## src/design/pwm_pkg.sv

```systemverilog
// package: shared constants for the per-channel pwm generator
`default_nettype none
package pwm_pkg;
  // ---------------------------------------------------------------
  // serial control word layout
  // ---------------------------------------------------------------
  localparam int unsigned WORD_W       = 16;
  localparam int unsigned ADDR_MSB     = 15;
  localparam int unsigned ADDR_LSB     = 12;
  localparam int unsigned KEEPALIVE_B  = 11;
  localparam int unsigned PHASE_MSB    = 10;
  localparam int unsigned PHASE_LSB    = 9;
  localparam int unsigned ON_B         = 8;
  localparam int unsigned DUTY_MSB     = 7;
  localparam int unsigned DUTY_LSB     = 0;
  localparam logic [3:0]  ADDR_CH_FIRST = 4'h2;  // channel words 2..5 drive the four outputs
  localparam logic [3:0]  ADDR_CH_LAST  = 4'h7;  // 6 and 7 decode but have no output here
  localparam logic [3:0]  ADDR_OUT_CTRL = 4'h8;  // duplicate on bits in D3..D0
  localparam logic [3:0]  ADDR_PRESCALE = 4'hC;  // two bits per channel, channel 0 in D1..D0
  localparam logic [4:0]  FRAME_BITS    = 5'h10;
  // ---------------------------------------------------------------
  // pwm field values
  // ---------------------------------------------------------------
  localparam logic [7:0]  DUTY_FULL     = 8'hFF;
  localparam logic [1:0]  PRS_DIV4      = 2'h0;
  localparam logic [1:0]  PRS_DIV2      = 2'h1;
  localparam int unsigned CORR_W        = 4;
  localparam logic [3:0]  CORR_MAX      = 4'h7;
  localparam logic [3:0]  CORR_MIN      = 4'h9;  // -7 in two's complement
  // ---------------------------------------------------------------
  // clock supervision
  // ---------------------------------------------------------------
  localparam int unsigned SYS_CLK_HZ    = 40_000_000;
  localparam int unsigned PWM_CLK_MIN_HZ = 25_600;
  localparam int unsigned PWM_CLK_MAX_HZ = 102_400;
  // fail at half the lowest or twice the highest rate, leaving margin for tolerance
  localparam int unsigned GAP_MAX_CYC   = SYS_CLK_HZ / (PWM_CLK_MIN_HZ / 2);
  localparam int unsigned GAP_MIN_CYC   = (SYS_CLK_HZ + 2 * PWM_CLK_MAX_HZ - 1) / (2 * PWM_CLK_MAX_HZ);
  localparam int unsigned GAP_W         = 13;
endpackage : pwm_pkg
`default_nettype wire

```

## src/design/pwm_ctrl_if.sv

```systemverilog
// interface: control from the frame decoder and clock supervision to one pwm channel
`default_nettype none
interface pwm_ctrl_if;
  logic [7:0] duty;       // programmed duty value
  logic       on;         // programmed channel on
  logic [1:0] phase;      // phase select
  logic [1:0] prescale;   // prescale select
  logic       tick;       // one pulse per external clock rising edge while no clock failure is flagged
  logic       apply;      // one pulse when a frame commits
  logic       hold_full;  // clock failed or fail mode
  modport ctrl (output duty, on, phase, prescale, tick, apply, hold_full);
  modport chan (input  duty, on, phase, prescale, tick, apply, hold_full);
endinterface : pwm_ctrl_if
`default_nettype wire

```

## src/design/channel_pwm_control.sv

```systemverilog
// module: serial channel words, clock supervision and four pwm channels
`default_nettype none
// Function
// pwm frequency and switching timing come from the external clock input
// on clock failure, too slow or too fast, outputs run at 100% duty
// four output channels, each governed by its own channel control word
// 16-bit word: address, keep-alive, phase, on bit, 8-bit duty
// switching speed follows each channel's prescale divider
// host keeps duty within the usable range for each divider
// rising and falling delays matched so duty error stays within one lsb
// closed loop measures actual duty and corrects timing
// off, full duty, phase, prescale act at frame end; others next period
// prescale 00 divides 4, 01 divides 2, 1x divides 1; 8-bit resolution
// on bits also writable through a separate output control word
// pwm suspended in fail mode or when the external clock has failed
// 8-bit period counter on divided clock; output active below duty
module channel_pwm_control
#(
  parameter int unsigned CHANNELS    = 4,
  parameter int unsigned GAP_MAX_CYC = pwm_pkg::GAP_MAX_CYC,
  parameter int unsigned GAP_MIN_CYC = pwm_pkg::GAP_MIN_CYC
)
(
  input  wire logic                clk_i,
  input  wire logic                rst_i,
  input  wire logic                frame_select_low_i,
  input  wire logic                sclk_i,
  input  wire logic                si_i,
  input  wire logic                pwm_clk_i,
  input  wire logic                fail_mode_i,
  input  wire logic [CHANNELS-1:0] sense_i,
  output logic      [CHANNELS-1:0] power_output_o,
  output logic      [CHANNELS-1:0] slew_fast_o,
  output logic                     clock_fail_o,
  output logic                     keepalive_bit_o
);
  localparam int unsigned NPIN = 4 + CHANNELS;

  // refuse settings the fixed fields and counters cannot serve
  if (CHANNELS < 1 || CHANNELS > 4)
    $error("CHANNELS must be 1..4");
  if (GAP_MAX_CYC >= (1 << pwm_pkg::GAP_W) || GAP_MIN_CYC < 1 || GAP_MIN_CYC >= GAP_MAX_CYC)
    $error("clock supervision window out of range");

  // ---------------------------------------------------------------
  // pin synchronisers
  // ---------------------------------------------------------------
  logic [NPIN-1:0] pins;
  logic [NPIN-1:0] s1_q;
  logic [NPIN-1:0] s2_q;
  logic [NPIN-1:0] s3_q;
  logic [NPIN-1:0] flt_q;
  logic [NPIN-1:0] flt_prev_q;

  assign pins = {sense_i, pwm_clk_i, si_i, sclk_i, frame_select_low_i};

  // three stages per pin; a value counts once stages two and three agree
  genvar gi;
  for (gi = 0; gi < NPIN; gi++)
  begin : g_sync
    always_ff @(posedge clk_i or posedge rst_i)
    begin
      if (rst_i)
      begin
        s1_q[gi]       <= gi == 0;  // frame select idles high
        s2_q[gi]       <= gi == 0;
        s3_q[gi]       <= gi == 0;
        flt_q[gi]      <= gi == 0;
        flt_prev_q[gi] <= gi == 0;
      end
      else
      begin
        s1_q[gi]       <= pins[gi];
        s2_q[gi]       <= s1_q[gi];
        s3_q[gi]       <= s2_q[gi];
        if (s2_q[gi] == s3_q[gi])
          flt_q[gi]    <= s3_q[gi];
        flt_prev_q[gi] <= flt_q[gi];
      end
    end
  end

  wire logic csb_rise  =  flt_q[0] & ~flt_prev_q[0];
  wire logic csb_fall  = ~flt_q[0] &  flt_prev_q[0];
  wire logic sclk_fall = ~flt_q[1] &  flt_prev_q[1];
  wire logic si_val    =  flt_q[2];
  wire logic pclk_rise =  flt_q[3] & ~flt_prev_q[3];
  wire logic [CHANNELS-1:0] sense_val = flt_q[NPIN-1:4];

  // ---------------------------------------------------------------
  // serial frame receiver
  // ---------------------------------------------------------------
  logic [15:0] shift_q;
  logic [4:0]  bits_q;

  // data is taken on the falling sclk edge; extra bits saturate so long frames are dropped
  always_ff @(posedge clk_i or posedge rst_i)
  begin
    if (rst_i)
    begin
      shift_q <= 16'h0000;
      bits_q  <= 5'h00;
    end
    else if (csb_fall)
      bits_q  <= 5'h00;
    else if (sclk_fall && !flt_q[0])
    begin
      shift_q <= {shift_q[14:0], si_val};
      if (bits_q != 5'h1F)
        bits_q <= bits_q + 5'h01;
    end
  end

  wire logic       commit   = csb_rise & (bits_q == pwm_pkg::FRAME_BITS);
  wire logic [3:0] addr     = shift_q[pwm_pkg::ADDR_MSB:pwm_pkg::ADDR_LSB];
  wire logic       wr_chan  = commit & (addr >= pwm_pkg::ADDR_CH_FIRST) & (addr <= pwm_pkg::ADDR_CH_LAST);
  wire logic       wr_outc  = commit & (addr == pwm_pkg::ADDR_OUT_CTRL);
  wire logic       wr_prs   = commit & (addr == pwm_pkg::ADDR_PRESCALE);
  wire logic [3:0] chan_idx = addr - pwm_pkg::ADDR_CH_FIRST;

  // ---------------------------------------------------------------
  // channel settings
  // ---------------------------------------------------------------
  logic [7:0] duty_q  [CHANNELS];
  logic [1:0] phase_q [CHANNELS];
  logic [1:0] prs_q   [CHANNELS];
  logic [CHANNELS-1:0] on_q;
  logic keep_q;
  logic apply_q;

  // keep-alive and the commit pulse for the channels
  always_ff @(posedge clk_i or posedge rst_i)
  begin
    if (rst_i)
    begin
      keep_q  <= 1'b0;
      apply_q <= 1'b0;
    end
    else
    begin
      apply_q <= commit;
      if (wr_chan)
        keep_q <= shift_q[pwm_pkg::KEEPALIVE_B];
    end
  end

  // one settings slot per channel, written from its own word or shared words
  for (gi = 0; gi < CHANNELS; gi++)
  begin : g_regs
    wire logic hit = wr_chan & (chan_idx == 4'(gi));
    always_ff @(posedge clk_i or posedge rst_i)
    begin
      if (rst_i)
      begin
        duty_q[gi]  <= 8'h00;
        phase_q[gi] <= 2'h0;
        prs_q[gi]   <= 2'h0;
        on_q[gi]    <= 1'b0;
      end
      else
      begin
        if (hit)
        begin
          duty_q[gi]  <= shift_q[pwm_pkg::DUTY_MSB:pwm_pkg::DUTY_LSB];
          phase_q[gi] <= shift_q[pwm_pkg::PHASE_MSB:pwm_pkg::PHASE_LSB];
          on_q[gi]    <= shift_q[pwm_pkg::ON_B];
        end
        else if (wr_outc)
          on_q[gi]    <= shift_q[gi];
        if (wr_prs)
          prs_q[gi]   <= shift_q[2*gi+1 -: 2];
      end
    end
  end

  // ---------------------------------------------------------------
  // external clock supervision
  // ---------------------------------------------------------------
  logic [pwm_pkg::GAP_W-1:0] gap_q;
  logic                      fail_q;

  // count system cycles between clock edges; too long or too short marks a failure
  wire logic gap_long  = gap_q >= pwm_pkg::GAP_W'(GAP_MAX_CYC);
  wire logic gap_short = pclk_rise & (gap_q < pwm_pkg::GAP_W'(GAP_MIN_CYC));

  always_ff @(posedge clk_i or posedge rst_i)
  begin
    if (rst_i)
    begin
      gap_q  <= '0;
      fail_q <= 1'b1;  // no clock seen yet
    end
    else if (pclk_rise)
    begin
      gap_q  <= '0;
      fail_q <= gap_short;
    end
    else if (gap_long)
      fail_q <= 1'b1;
    else
      gap_q  <= gap_q + 1'b1;
  end

  // ---------------------------------------------------------------
  // channels
  // ---------------------------------------------------------------
  for (gi = 0; gi < CHANNELS; gi++)
  begin : g_chan
    pwm_ctrl_if cif ();
    assign cif.duty      = duty_q[gi];
    assign cif.on        = on_q[gi];
    assign cif.phase     = phase_q[gi];
    assign cif.prescale  = prs_q[gi];
    assign cif.tick      = pclk_rise & ~fail_q;
    assign cif.apply     = apply_q;
    assign cif.hold_full = fail_q | fail_mode_i;
    pwm_channel u_chan
    (
      .clk_i      (clk_i),
      .rst_i      (rst_i),
      .ctl        (cif.chan),
      .sense_i    (sense_val[gi]),
      .out_o      (power_output_o[gi]),
      .slew_fast_o(slew_fast_o[gi])
    );
  end

  assign clock_fail_o    = fail_q;
  assign keepalive_bit_o = keep_q;
endmodule : channel_pwm_control
`default_nettype wire

```

## src/design/pwm_channel.sv

```systemverilog
// module: one pwm channel with divider, period counter and duty regulation
`default_nettype none
module pwm_channel
(
  input  wire logic clk_i,
  input  wire logic rst_i,
  pwm_ctrl_if.chan  ctl,
  input  wire logic sense_i,
  output logic      out_o,
  output logic      slew_fast_o
);
  logic [1:0] div_q;
  logic [7:0] cnt_q;
  logic [7:0] duty_act_q;
  logic       on_act_q;
  logic [7:0] meas_q;
  logic [3:0] corr_q;
  logic       out_q;
  logic       slew_q;

  // ---------------------------------------------------------------
  // divided tick and period decode
  // ---------------------------------------------------------------
  wire logic       ch_tick   = ctl.tick & ((ctl.prescale[1])
                                          | (ctl.prescale == pwm_pkg::PRS_DIV2 & div_q[0])
                                          | (ctl.prescale == pwm_pkg::PRS_DIV4 & (&div_q)));
  wire logic       wrap      = ch_tick & (&cnt_q);
  wire logic       immediate = ~ctl.on | (ctl.duty == pwm_pkg::DUTY_FULL);
  wire logic [7:0] phased    = cnt_q + {ctl.phase, 6'h00};
  wire logic [8:0] tgt_raw   = {1'b0, duty_act_q} + {{5{corr_q[3]}}, corr_q};
  wire logic [7:0] target    = tgt_raw[8] ? (corr_q[3] ? 8'h00 : pwm_pkg::DUTY_FULL) : tgt_raw[7:0];
  wire logic       corr_up   = (meas_q < duty_act_q) & (corr_q != pwm_pkg::CORR_MAX);
  wire logic       corr_dn   = (meas_q > duty_act_q) & (corr_q != pwm_pkg::CORR_MIN);
  // active while the phased count is below the corrected duty, full duty stays on
  wire logic       pwm_lvl   = on_act_q & ((duty_act_q == pwm_pkg::DUTY_FULL) | (phased < target));

  // prescaler and 8-bit period counter, driven only by the external clock
  always_ff @(posedge clk_i or posedge rst_i)
  begin
    if (rst_i)
    begin
      div_q <= 2'h0;
      cnt_q <= 8'h00;
    end
    else
    begin
      if (ctl.tick)
        div_q <= div_q + 2'h1;
      if (ch_tick)
        cnt_q <= cnt_q + 8'h01;
    end
  end

  // active settings: off and full duty at the frame end, others at the period start
  always_ff @(posedge clk_i or posedge rst_i)
  begin
    if (rst_i)
    begin
      duty_act_q <= 8'h00;
      on_act_q   <= 1'b0;
    end
    else if ((ctl.apply & immediate) | wrap)
    begin
      duty_act_q <= ctl.duty;
      on_act_q   <= ctl.on;
    end
  end

  // closed loop: count sensed on-ticks per period, nudge the compare value
  always_ff @(posedge clk_i or posedge rst_i)
  begin
    if (rst_i)
    begin
      meas_q <= 8'h00;
      corr_q <= 4'h0;
    end
    else if (wrap)
    begin
      meas_q <= 8'h00;
      if (!on_act_q || duty_act_q == pwm_pkg::DUTY_FULL)
        corr_q <= 4'h0;
      else if (corr_up)
        corr_q <= corr_q + 4'h1;
      else if (corr_dn)
        corr_q <= corr_q - 4'h1;
    end
    else if (ch_tick && sense_i && meas_q != 8'hFF)
      meas_q <= meas_q + 8'h01;
  end

  // registered output; a failed clock or fail mode holds the output at the programmed on bit
  always_ff @(posedge clk_i or posedge rst_i)
  begin
    if (rst_i)
    begin
      out_q  <= 1'b0;
      slew_q <= 1'b0;
    end
    else
    begin
      out_q  <= ctl.hold_full ? ctl.on : pwm_lvl;
      slew_q <= ctl.prescale[1];
    end
  end

  assign out_o       = out_q;
  assign slew_fast_o = slew_q;
endmodule : pwm_channel
`default_nettype wire

```

## config.mk

```make
export PLATFORM = sky130hd
export DESIGN_NAME = channel_pwm_control
export DESIGN_NICKNAME = d
export VERILOG_FILES = /design/src/design/pwm_pkg.sv /design/src/design/pwm_ctrl_if.sv /design/src/design/channel_pwm_control.sv /design/src/design/pwm_channel.sv
export SDC_FILE = /design/constraint.sdc
export NUM_CORES = 1
export LEC_CHECK = 0
export BUFFER_PORTS_ARGS = -buffer_cell sky130_fd_sc_hd__buf_2
export CORE_ASPECT_RATIO = 2
export CORE_MARGIN = 3
export CORE_UTILIZATION = 55
export DETAILED_ROUTE_END_ITERATION = 8
export PLACE_DENSITY = 0.7
export SLEW_MARGIN = 20
export SYNTH_ARGS = -nofsm -noshare
export SYNTH_HDL_FRONTEND = slang
export SYNTH_SLANG_ARGS = --single-unit
```

## constraint.sdc

```tcl
create_clock -name clk_i -period 12.3 [get_ports clk_i]
set_input_delay 2.46 -clock clk_i [delete_from_list [all_inputs] [get_ports clk_i]]
set_output_delay 2.46 -clock clk_i [all_outputs]
set_load 0.02 [all_outputs]
```

==> results of run 1 <==
[final cells by class]
cell class	instances	area, sq um	share of cell area
Clock buffer	31	666	0.0435
Sequential cell	256	6410	0.419
Tap cell	336	420	0.0275
Multi-Input combinational cell	892	7240	0.473
Clock inverter	11	133	0.00866
Timing Repair Buffer	26	165	0.0108
Inverter	70	270	0.0177
[through the flow]
stage / util / area, sq um / hold WS (ns)
final: 0.609 / 15300 / 0.348
after global routing: 0.609 / 15300 / 0.357
after floorplan: - / 14100 / 0.331
after CTS: 0.608 / 15300 / 0.350
after global placement: 0.576 / 14500 / 0.333
after detailed placement: 0.576 / 14500 / 0.336
[layout by cell type, fill, tap and decap left out, types with 20 or more instances in the layout]
| master | count |
|---|---|
| o21ai_0 | 41 |
| a21oi_1 | 60 |
| maj3_1 | 34 |
| dfrtp_1 | 250 |
| nand4_1 | 57 |
| buf_2 | 20 |
| inv_1 | 69 |
| nor2_1 | 97 |
| clkbuf_16 | 23 |
| xor2_1 | 55 |
| ha_1 | 122 |
| nand2_1 | 53 |
| mux2_2 | 116 |
| xnor2_1 | 52 |
[synthesized netlist by cell type (4+ instances only)]
cell	number
nand4_1	57
inv_1	70
or3_1	8
clkbuf_1	9
dfrtp_1	250
o21a_1	8
buf_2	6
or4_1	4
a21oi_1	60
xnor2_1	52
o21ai_0	41
maj3_1	34
a21o_1	8
and3_1	18
o21bai_1	6
o211ai_1	8
ha_1	122
nand2_1	53
xor2_1	55
nand2b_1	9
nand3_1	18
nor2b_1	18
and4_1	4
o31ai_1	4
dfstp_2	6
mux2_2	116
a211oi_1	4
mux2i_1	13
nor2_1	97
nor4_1	4
fa_1	8
nor3_1	7
buf_4	10
[state kept, by name (all words and copies together), names as in the netlist, 8 cells and up]
register,flops
g_chan.u_chan.cnt_q,32
s1_q,8
gap_q,13
g_chan.cif.phase,8
g_chan.cif.duty,32
g_chan.u_chan.duty_act_q,32
g_chan.cif.prescale,8
shift_q,16
s3_q,8
s2_q,8
g_chan.u_chan.corr_q,16
g_chan.u_chan.div_q,8
g_chan.u_chan.meas_q,32
[kinds of logic after synthesis]
family / count (synthesis) / share of synthesized area
mux: 131 / 0.104
compound gates: 178 / 0.0854
flops: 256 / 0.455
xor+xnor: 107 / 0.0665
simple gates: 312 / 0.114
buf+inv: 98 / 0.0309
fa+ha+maj: 164 / 0.144
[path summary, 6_finish.rpt]
| path | start | endpoint | slack, ns | cells after the start |
|---|---|---|---|---|
| hold / removal | s1_q[4] | s2_q[4] | 0.35 | 0 |
| max in group asynchronous | rst_i | s1_q[4] | 8.94 | 3 |
| setup / recovery | clock_fail_o | clock_fail_o | 8.48 | 1 |
| min in group asynchronous | rst_i | bits_q[1] | 2.09 | 2 |
| setup reg to reg | g_chan[3].u_chan.corr_q[3] | g_chan[3].u_chan.out_o | 8.50 | 13 |
| hold reg to reg | s1_q[4] | s2_q[4] | 0.35 | 0 |
[power by group through the flow]
stage	combinational [mW]	sequential, mW	clock, mW
CTS	0.0835	0.931	0.768
floorplan	0.0689	0.923	0
global route	0.0962	0.936	0.802
global placement	0.0787	0.945	0
finish	0.0816	0.931	0.747
detailed placement	0.0826	0.947	0
[per-layer routing]
layer / routed length (um) / track usage
met1: 10800 / 0.232
met2: 15700 / 0.405
met3: 643 / 0.0212
met4: 913 / 0.0783
met5: 0 / 0
==> flow_metrics.tcl, run 1 <==
set metrics [dict create \
    final-hold-violation-count 0 \
    grt_use_total 0.209 \
    seqPwrFrac 0.529 \
    numCtsBuffers 23 \
    ctsResizeCount 0 \
    clkPwrFrac 0.425 \
    hold_buffers 0 \
    crit_path_cell_trace "buf_2" \
    synth-seq-cells 256 \
    syn-num-nets 1387 \
    skew_ns 0.0185 \
    wl_per_cell_um 17.3 \
    grt_pass1_vias 9903 \
    netlist-cell-type-count 72 \
    drt_iter0_markers 365 \
    ir_worst_vdd_v 0.000120 \
    p_switching_mw 0.414 \
    cts_sinks 256 \
    start_util 0.560 \
    p_leak_nw 7.23 \
    design.portCount 21 \
    clock_latency_ns 0.53 \
    antenna_found_initial 0 \
    required_ns 9.84 \
    worstMarginPinSlew_ns 0.935 \
    arrival_ns 1.36 \
    synthArstFlopShare 1.00 \
    grt_pass1_wl_um 47800 \
    cts_buffer_depth 3 \
    grt_overflow 0 \
    dieHeight_um 232 \
    dp_hpwl_um 20600 \
    syn2layout_area_growth_pct 8.67 \
    yosys.area.top_type "dfrtp_1" \
    gp_congestion 0.848 \
    max-cap-violations 0 \
    viasPerCell 5.75 \
    crit_type "register to output port" \
    fp.dieW_um 119 \
    swShare 0.235 \
    combPwrFrac 0.046 \
    synth-main-ff-cell "dfrtp_1" \
    yosys-top-cells-area "dfrtp_1 (44%), ha_1 (11%), mux2_2 (9.3%)" \
    final_antenna_net_count 0 \
    setup_viol 0 \
    power.density_nw_per_um2 115 \
    critical-path-max-stage-delay_ns 0.64 \
    fin_crit_sh 0.311 \
    io_buffers 20 \
    setup-tns-final_ns 0 \
    path_clk_slew_ns 0.07 \
    drc_errors 0 \
    relSlewSlack 0.374 \
    setup_slack_ns 8.48 \
    syn-cell-area_sq_um 14100 \
    synth_top_area_frac 0.444 \
    yosysWarnings 0 \
    cts_tree "built" \
    end_kind "output port" \
    dp.cells 1579 \
    rows 82 \
    synth-edff-count 0 \
    wirelength_um 28000 \
    cts_root_buffer "clkbuf_16" \
    worstSetupStartpointType "register" \
    final_cells 1622 \
    hold_class "register to register" \
    fin_crit_ns 3.82 \
    syn_inst 1246 \
    vias 9328 \
    antennaDiodeCount 0 \
    rsz0062_at_grt "false" \
    htree_levels 1 \
    layout-drive-gt1-share 0.166 \
    ys_seq_area_frac 0.455 \
    postSynthAreaPerCell_sq_um 11.3 \
    crit_slowest_cell "dfstp_2" \
    core_area_sq_um 25100 \
    cts_setup_buffers 0 \
    grt_max_degree 120 \
    fillCellCount 2071 \
    status "finished clean" \
    dp_slack_ns 8.01 \
    fp.dieArea_sq_um 27700 \
    cp_max_fo 7 \
    total_power_mw 1.76 \
    critPathTopFamily "flip-flops" \
    nets 1410 \
    cp_num_buf_inv 1 \
    firstDrtPassIters 4 \
    internal_power_mw 1.35 \
    fmax_mhz 262 \
    slew_violations 0 \
]
(Power assumes the default switching activity.)
==> run 2: changes to the inputs <==
PLACE_DENSITY = 0.73   (was 0.7)
clock period = 3.13 ns   (was 12.3 ns; I/O delays follow)
==> run 2 against run 1 <==
Compared with the run above:
- count of clock-buffer cells in the layout unchanged
- register-to-register slack lost 8.5 ns
- sequential cell count is the same
- non-clock buffer count rose by 86
- critical endpoint is now g_chan[1].u_chan.out_o
- cell count up 5.4%
- critical path type is now register to register
- total power grew to 4.1 times the previous value
==> flow_metrics.tcl, run 2 (synthesized netlist as in run 1, its figures left out) <==
set metrics [dict create \
    viasPerCell 5.80 \
    hold_buffers 0 \
    dp_slack_ns -0.116 \
    drt_iter0_markers 321 \
    htree_levels 1 \
    arrival_ns 3.49 \
    gp_congestion 0.881 \
    setup_viol 0 \
    wirelength_um 30900 \
    final_common_cell "dfrtp_1" \
    seqPwrFrac 0.506 \
    syn2layout_area_growth_pct 16.7 \
    cts_buffer_depth 3 \
    total_power_mw 7.23 \
    nets 1497 \
    r2r-start "g_chan[1].u_chan.duty_act_q[1]" \
    cp_max_fo 4 \
    cts_tree "built" \
    grt_max_degree 71 \
    vias 9911 \
    end_kind "register" \
    io_buffers 20 \
    setup_slack_ns 0.0376 \
    p_leak_nw 7.78 \
    design.portCount 21 \
    grt_pass1_wl_um 50300 \
    grt_pass1_vias 10406 \
    fin_crit_ns 3.09 \
    worstMarginPinSlew_ns 1.02 \
    max-cap-violations 0 \
    start_util 0.560 \
    p_switching_mw 1.69 \
    clkPwrFrac 0.447 \
    grt_overflow 0 \
    fin_crit_sh 0.988 \
    status "finished clean" \
    fmax_mhz 323 \
    fp.dieW_um 119 \
    dieHeight_um 232 \
    firstDrtPassIters 4 \
    whs_ns 0.0757 \
    drc_errors 0 \
    path_clk_slew_ns 0.07 \
    antenna_found_initial 0 \
    final_antenna_net_count 0 \
    layout_common_cells "dfrtp_1 (250), mux2_2 (116), ha_1 (107)" \
    worstSetupStartpointType "register" \
    slew_violations 0 \
    dp_hpwl_um 22600 \
    cts_sinks 256 \
    internal_power_mw 5.55 \
    rsz0062_at_grt "true" \
    skew_ns 0.0133 \
    fp.dieArea_sq_um 27700 \
    swShare 0.233 \
    core_area_sq_um 25100 \
    layout-drive-gt1-share 0.262 \
    numCtsBuffers 24 \
    rows 82 \
    required_ns 3.53 \
    final-hold-violation-count 0 \
    combPwrFrac 0.047 \
    ir_worst_vdd_v 0.000518 \
    cts_root_buffer "clkbuf_16" \
    grt_use_total 0.222 \
    worst-r2r-cell-count 13 \
    crit_type "register to register" \
    power.density_nw_per_um2 440 \
    cp-startpoint "g_chan[1].u_chan.duty_act_q[1]" \
    clock_latency_ns 0.54 \
    hold_class "input pin to asynchronous set/reset pin" \
    wl_per_cell_um 18.1 \
    relSlewSlack 0.317 \
    antennaDiodeCount 0 \
]
==> run 2: cell count changes in the layout (fill, tap and decap cells not counted), moves of 5 or more <==
| cell | previous run | this run |
|---|---|---|
| buf_4 | 5 | 87 |
| ha_1 | 122 | 107 |
| a21oi_1 | 60 | 49 |
| a21oi_2 | 2 | 12 |
| ha_4 | 0 | 10 |
| maj3_1 | 34 | 25 |
| maj3_2 | 0 | 9 |
| o21ai_0 | 41 | 32 |
| ha_2 | 0 | 5 |
| o21ai_2 | 1 | 6 |
==> run 2: worst paths after layout <==
check / endpoint / slack [ns]
worst max-delay path: g_chan[1].u_chan.out_o / 0.04
worst min-delay path: g_chan[1].u_chan.duty_act_q[0] / 0.08
worst max register to register: g_chan[1].u_chan.out_o / 0.04
worst min register to register: s2_q[6] / 0.35
max in group asynchronous: flt_prev_q[0] / 2.24
min in group clk_i: s1_q[2] / 0.18
==> run 2: critical path, stage by stage (launching register included) <==
cell	delay [ns]
dfrtp_1	0.44
ha_1	0.30
a21oi_1	0.20
o21ai_0	0.12
a21oi_1	0.23
o21bai_1	0.11
a21oi_1	0.21
xor2_1	0.10
maj3_1	0.36
ha_1	0.31
nand4_1	0.13
buf_4	0.15
o2111ai_1	0.17
o211ai_1	0.11
==> run 2: final cells by class <==
cell class | instances | area (sq um)
fill | 1884 | 8700
sequential | 256 | 6410
timing repair buffer | 112 | 845
clock inverter | 13 | 210
inverter | 70 | 267
tap | 336 | 420
multi-input combinational | 892 | 7620
clock buffer | 31 | 667
==> run 2: metal layers <==
layer	routed length, um	share of wire	GRT usage
met1	11100	0.36	0.227
met2	17600	0.57	0.438
met3	700	0.023	0.0246
met4	1480	0.048	0.110
met5	0	0	0
==> run 2: repair_timing <==
| item | 4_1_cts | 5_1_grt |
|---|---|---|
| cloned | 0 | 0 |
| pin swaps | 11 | 38 |
| setup buffers | 4 | 8 |
| endpoints found under the hold margin | 0 | 0 |
| endpoints found under the setup margin | 5 | 7 |
| resized for setup | 14 | 64 |
==> run 2: stage by stage <==
stage | cell area [sq um] | util | setup TNS (ns) | instances
global route | 16400 | 0.654 | -0.350 | 1710
floorplan | 14100 | - | -215.70 | 1246
detailed placement | 15100 | 0.601 | -0.184 | 1654
CTS | 16000 | 0.638 | 0 | 1702
global placement | 15100 | 0.601 | -0.0564 | 1654
finish | 16400 | 0.654 | 0 | 1710
==> run 2: power by group through the flow <==
stage / logic (mW) / registers, mW / clock network, mW
final: 0.340 / 3.66 / 3.23
after global routing: 0.399 / 3.68 / 3.43
after CTS: 0.352 / 3.66 / 3.31
after detailed placement: 0.349 / 3.72 / 0
after global placement: 0.327 / 3.71 / 0
after floorplan: 0.271 / 3.63 / 0
==> run 3: changes to the inputs <==
CORE_ASPECT_RATIO = default   (was 2)
==> run 3 against run 2 <==
Compared with the run above:
- total power is 1.9% lower
- sequential power about the same
- register-to-register slack hardly changed
- clock skew hardly changed
- count of clock-buffer cells in the layout increased by 12
- worst setup slack improved by 0.0054 ns
- combinational power down 1%
==> flow_metrics.tcl, run 3 (synthesized netlist as in run 1, its figures left out) <==
set metrics [dict create \
    numCtsBuffers 27 \
    cts_root_buffer "clkbuf_16" \
    final-hold-violation-count 0 \
    vias 9566 \
    slew_violations 0 \
    worstSetupStartpointType "register" \
    grt_overflow 0 \
    dieHeight_um 166 \
    wl_per_cell_um 16.8 \
    core_area_sq_um 24700 \
    stdcell_area_sq_um 16100 \
    htree_levels 1 \
    crit_slowest_cell "o41a_1" \
    grt_pass1_wl_um 47000 \
    status "finished clean" \
    gp_congestion 0.848 \
    cts_tree "built" \
    hold_buffers 0 \
    fin_crit_ns 3.09 \
    final_common_cell "dfrtp_1" \
    drt_iter0_markers 401 \
    antennaDiodeCount 0 \
    power.density_nw_per_um2 441 \
    dpl-instance-area_sq_um 14900 \
    clock_latency_ns 0.54 \
    rows 57 \
    arrival_ns 3.55 \
    firstDrtPassIters 5 \
    hold_class "input pin to register" \
    rsz0062_at_grt "true" \
    path_clk_slew_ns 0.06 \
    required_ns 3.59 \
    fp.dieArea_sq_um 27600 \
    fp.dieW_um 166 \
    end_kind "register" \
    crit_type "register to register" \
    final_antenna_net_count 0 \
    crit_path_cell_trace "inv_2, buf_4, buf_4, fa_2, nand2b_4, a21oi_2, a211oi_2, o2bb2ai_4, maj3_1, ha_1, a21oi_1, o21ai_2, o41a_1, a21oi_2" \
    viasPerCell 5.70 \
    fmax_mhz 324 \
    worst-r2r-cell-count 14 \
    nets 1476 \
    skew_ns 0.0134 \
    cts_buffer_depth 3 \
    critical-path-max-stage-delay_ns 0.39 \
    dp_hpwl_um 19800 \
    relSlewSlack 0.355 \
    cp_max_fo 6 \
    start_util 0.569 \
    ir_worst_vdd_v 0.000426 \
    grt_max_degree 56 \
    setup_viol 0 \
    grt_pass1_vias 9574 \
    io_buffers 20 \
    layout_common_cells "dfrtp_1 (249), mux2_2 (116), ha_1 (115)" \
    design.portCount 21 \
    hold-path-cell-count 1 \
    p_leak_nw 7.64 \
    wirelength_um 28300 \
    setup_slack_ns 0.0430 \
    setup-tns-final_ns 0 \
    dp_slack_ns -0.0785 \
    syn2layout_area_growth_pct 14.3 \
    max-cap-violations 0 \
    fin_crit_sh 0.986 \
    cts_sinks 256 \
    worstMarginPinSlew_ns 0.965 \
    drc_errors 0 \
    antenna_found_initial 0 \
    grt_use_total 0.200 \
    layout-drive-gt1-share 0.235 \
]
-- run 3: path summary, 6_finish.rpt --
check,slack (ns),to,start
max,0.04,g_chan[3].u_chan.out_o,g_chan[3].u_chan.duty_act_q[1]
min,0.18,s1_q[0],frame_select_low_i
max reg2reg,0.04,g_chan[3].u_chan.out_o,g_chan[3].u_chan.duty_act_q[1]
min reg2reg,0.34,s2_q[5],s1_q[5]
max in group asynchronous,2.04,s2_q[4],rst_i
min in group asynchronous,0.19,g_chan[1].u_chan.meas_q[1],rst_i
-- run 3: metrics by stage --
step / hold WS (ns) / power [mW] / instances / util
3_3_place_gp: 0.332 / 4.04 / 1623 / 0.604
5_1_grt: 0.162 / 7.37 / 1679 / 0.650
4_1_cts: 0.164 / 7.17 / 1672 / 0.640
3_5_place_dp: 0.335 / 4.06 / 1623 / 0.604
2_1_floorplan: 0.331 / 3.90 / 1246 / -
6_report: 0.185 / 7.10 / 1679 / 0.650
-- run 3: power breakdown --
group          switching (mW)  leakage, nW  internal [mW]
logic                   0.170         3.76          0.165
registers               0.208         3.46           3.46
clock network            1.31        0.422           1.79
total                    1.68         7.64           5.41
-- run 3: metal layers --
metal	track usage	up-vias	part of all wire
met3	0.0269	40	0.029
met1	0.284	4746	0.48
met5	0	-	0
met2	0.332	134	0.47
met4	0.0434	0	0.021
li1	-	4646	-
-- run 3: critical path: cells and delay by family (launching register included) --
kind	cells	cell delay [ns]
AOI/OAI and AO/OA	7	1.21
adders and majority gates	3	0.99
buffers and inverters	3	0.31
DFF	1	0.35
and+or+nand+nor	1	0.15
-- run 3: repair_timing --
item                       CTS  global route
resized for setup           10            47
pin swaps                    7            27
gates cloned                 0             0
setup endpoints to repair    5             6
setup buffers                0             7
-- run 3: cell type report --
cell class / instances / area [sq um]
fill: 1837 / 8650
sequential: 256 / 6410
timing repair buffer: 88 / 664
tap: 324 / 405
clock inverter: 6 / 53.8
multi-input combinational: 892 / 7470
clock buffer: 43 / 816
inverter: 70 / 267
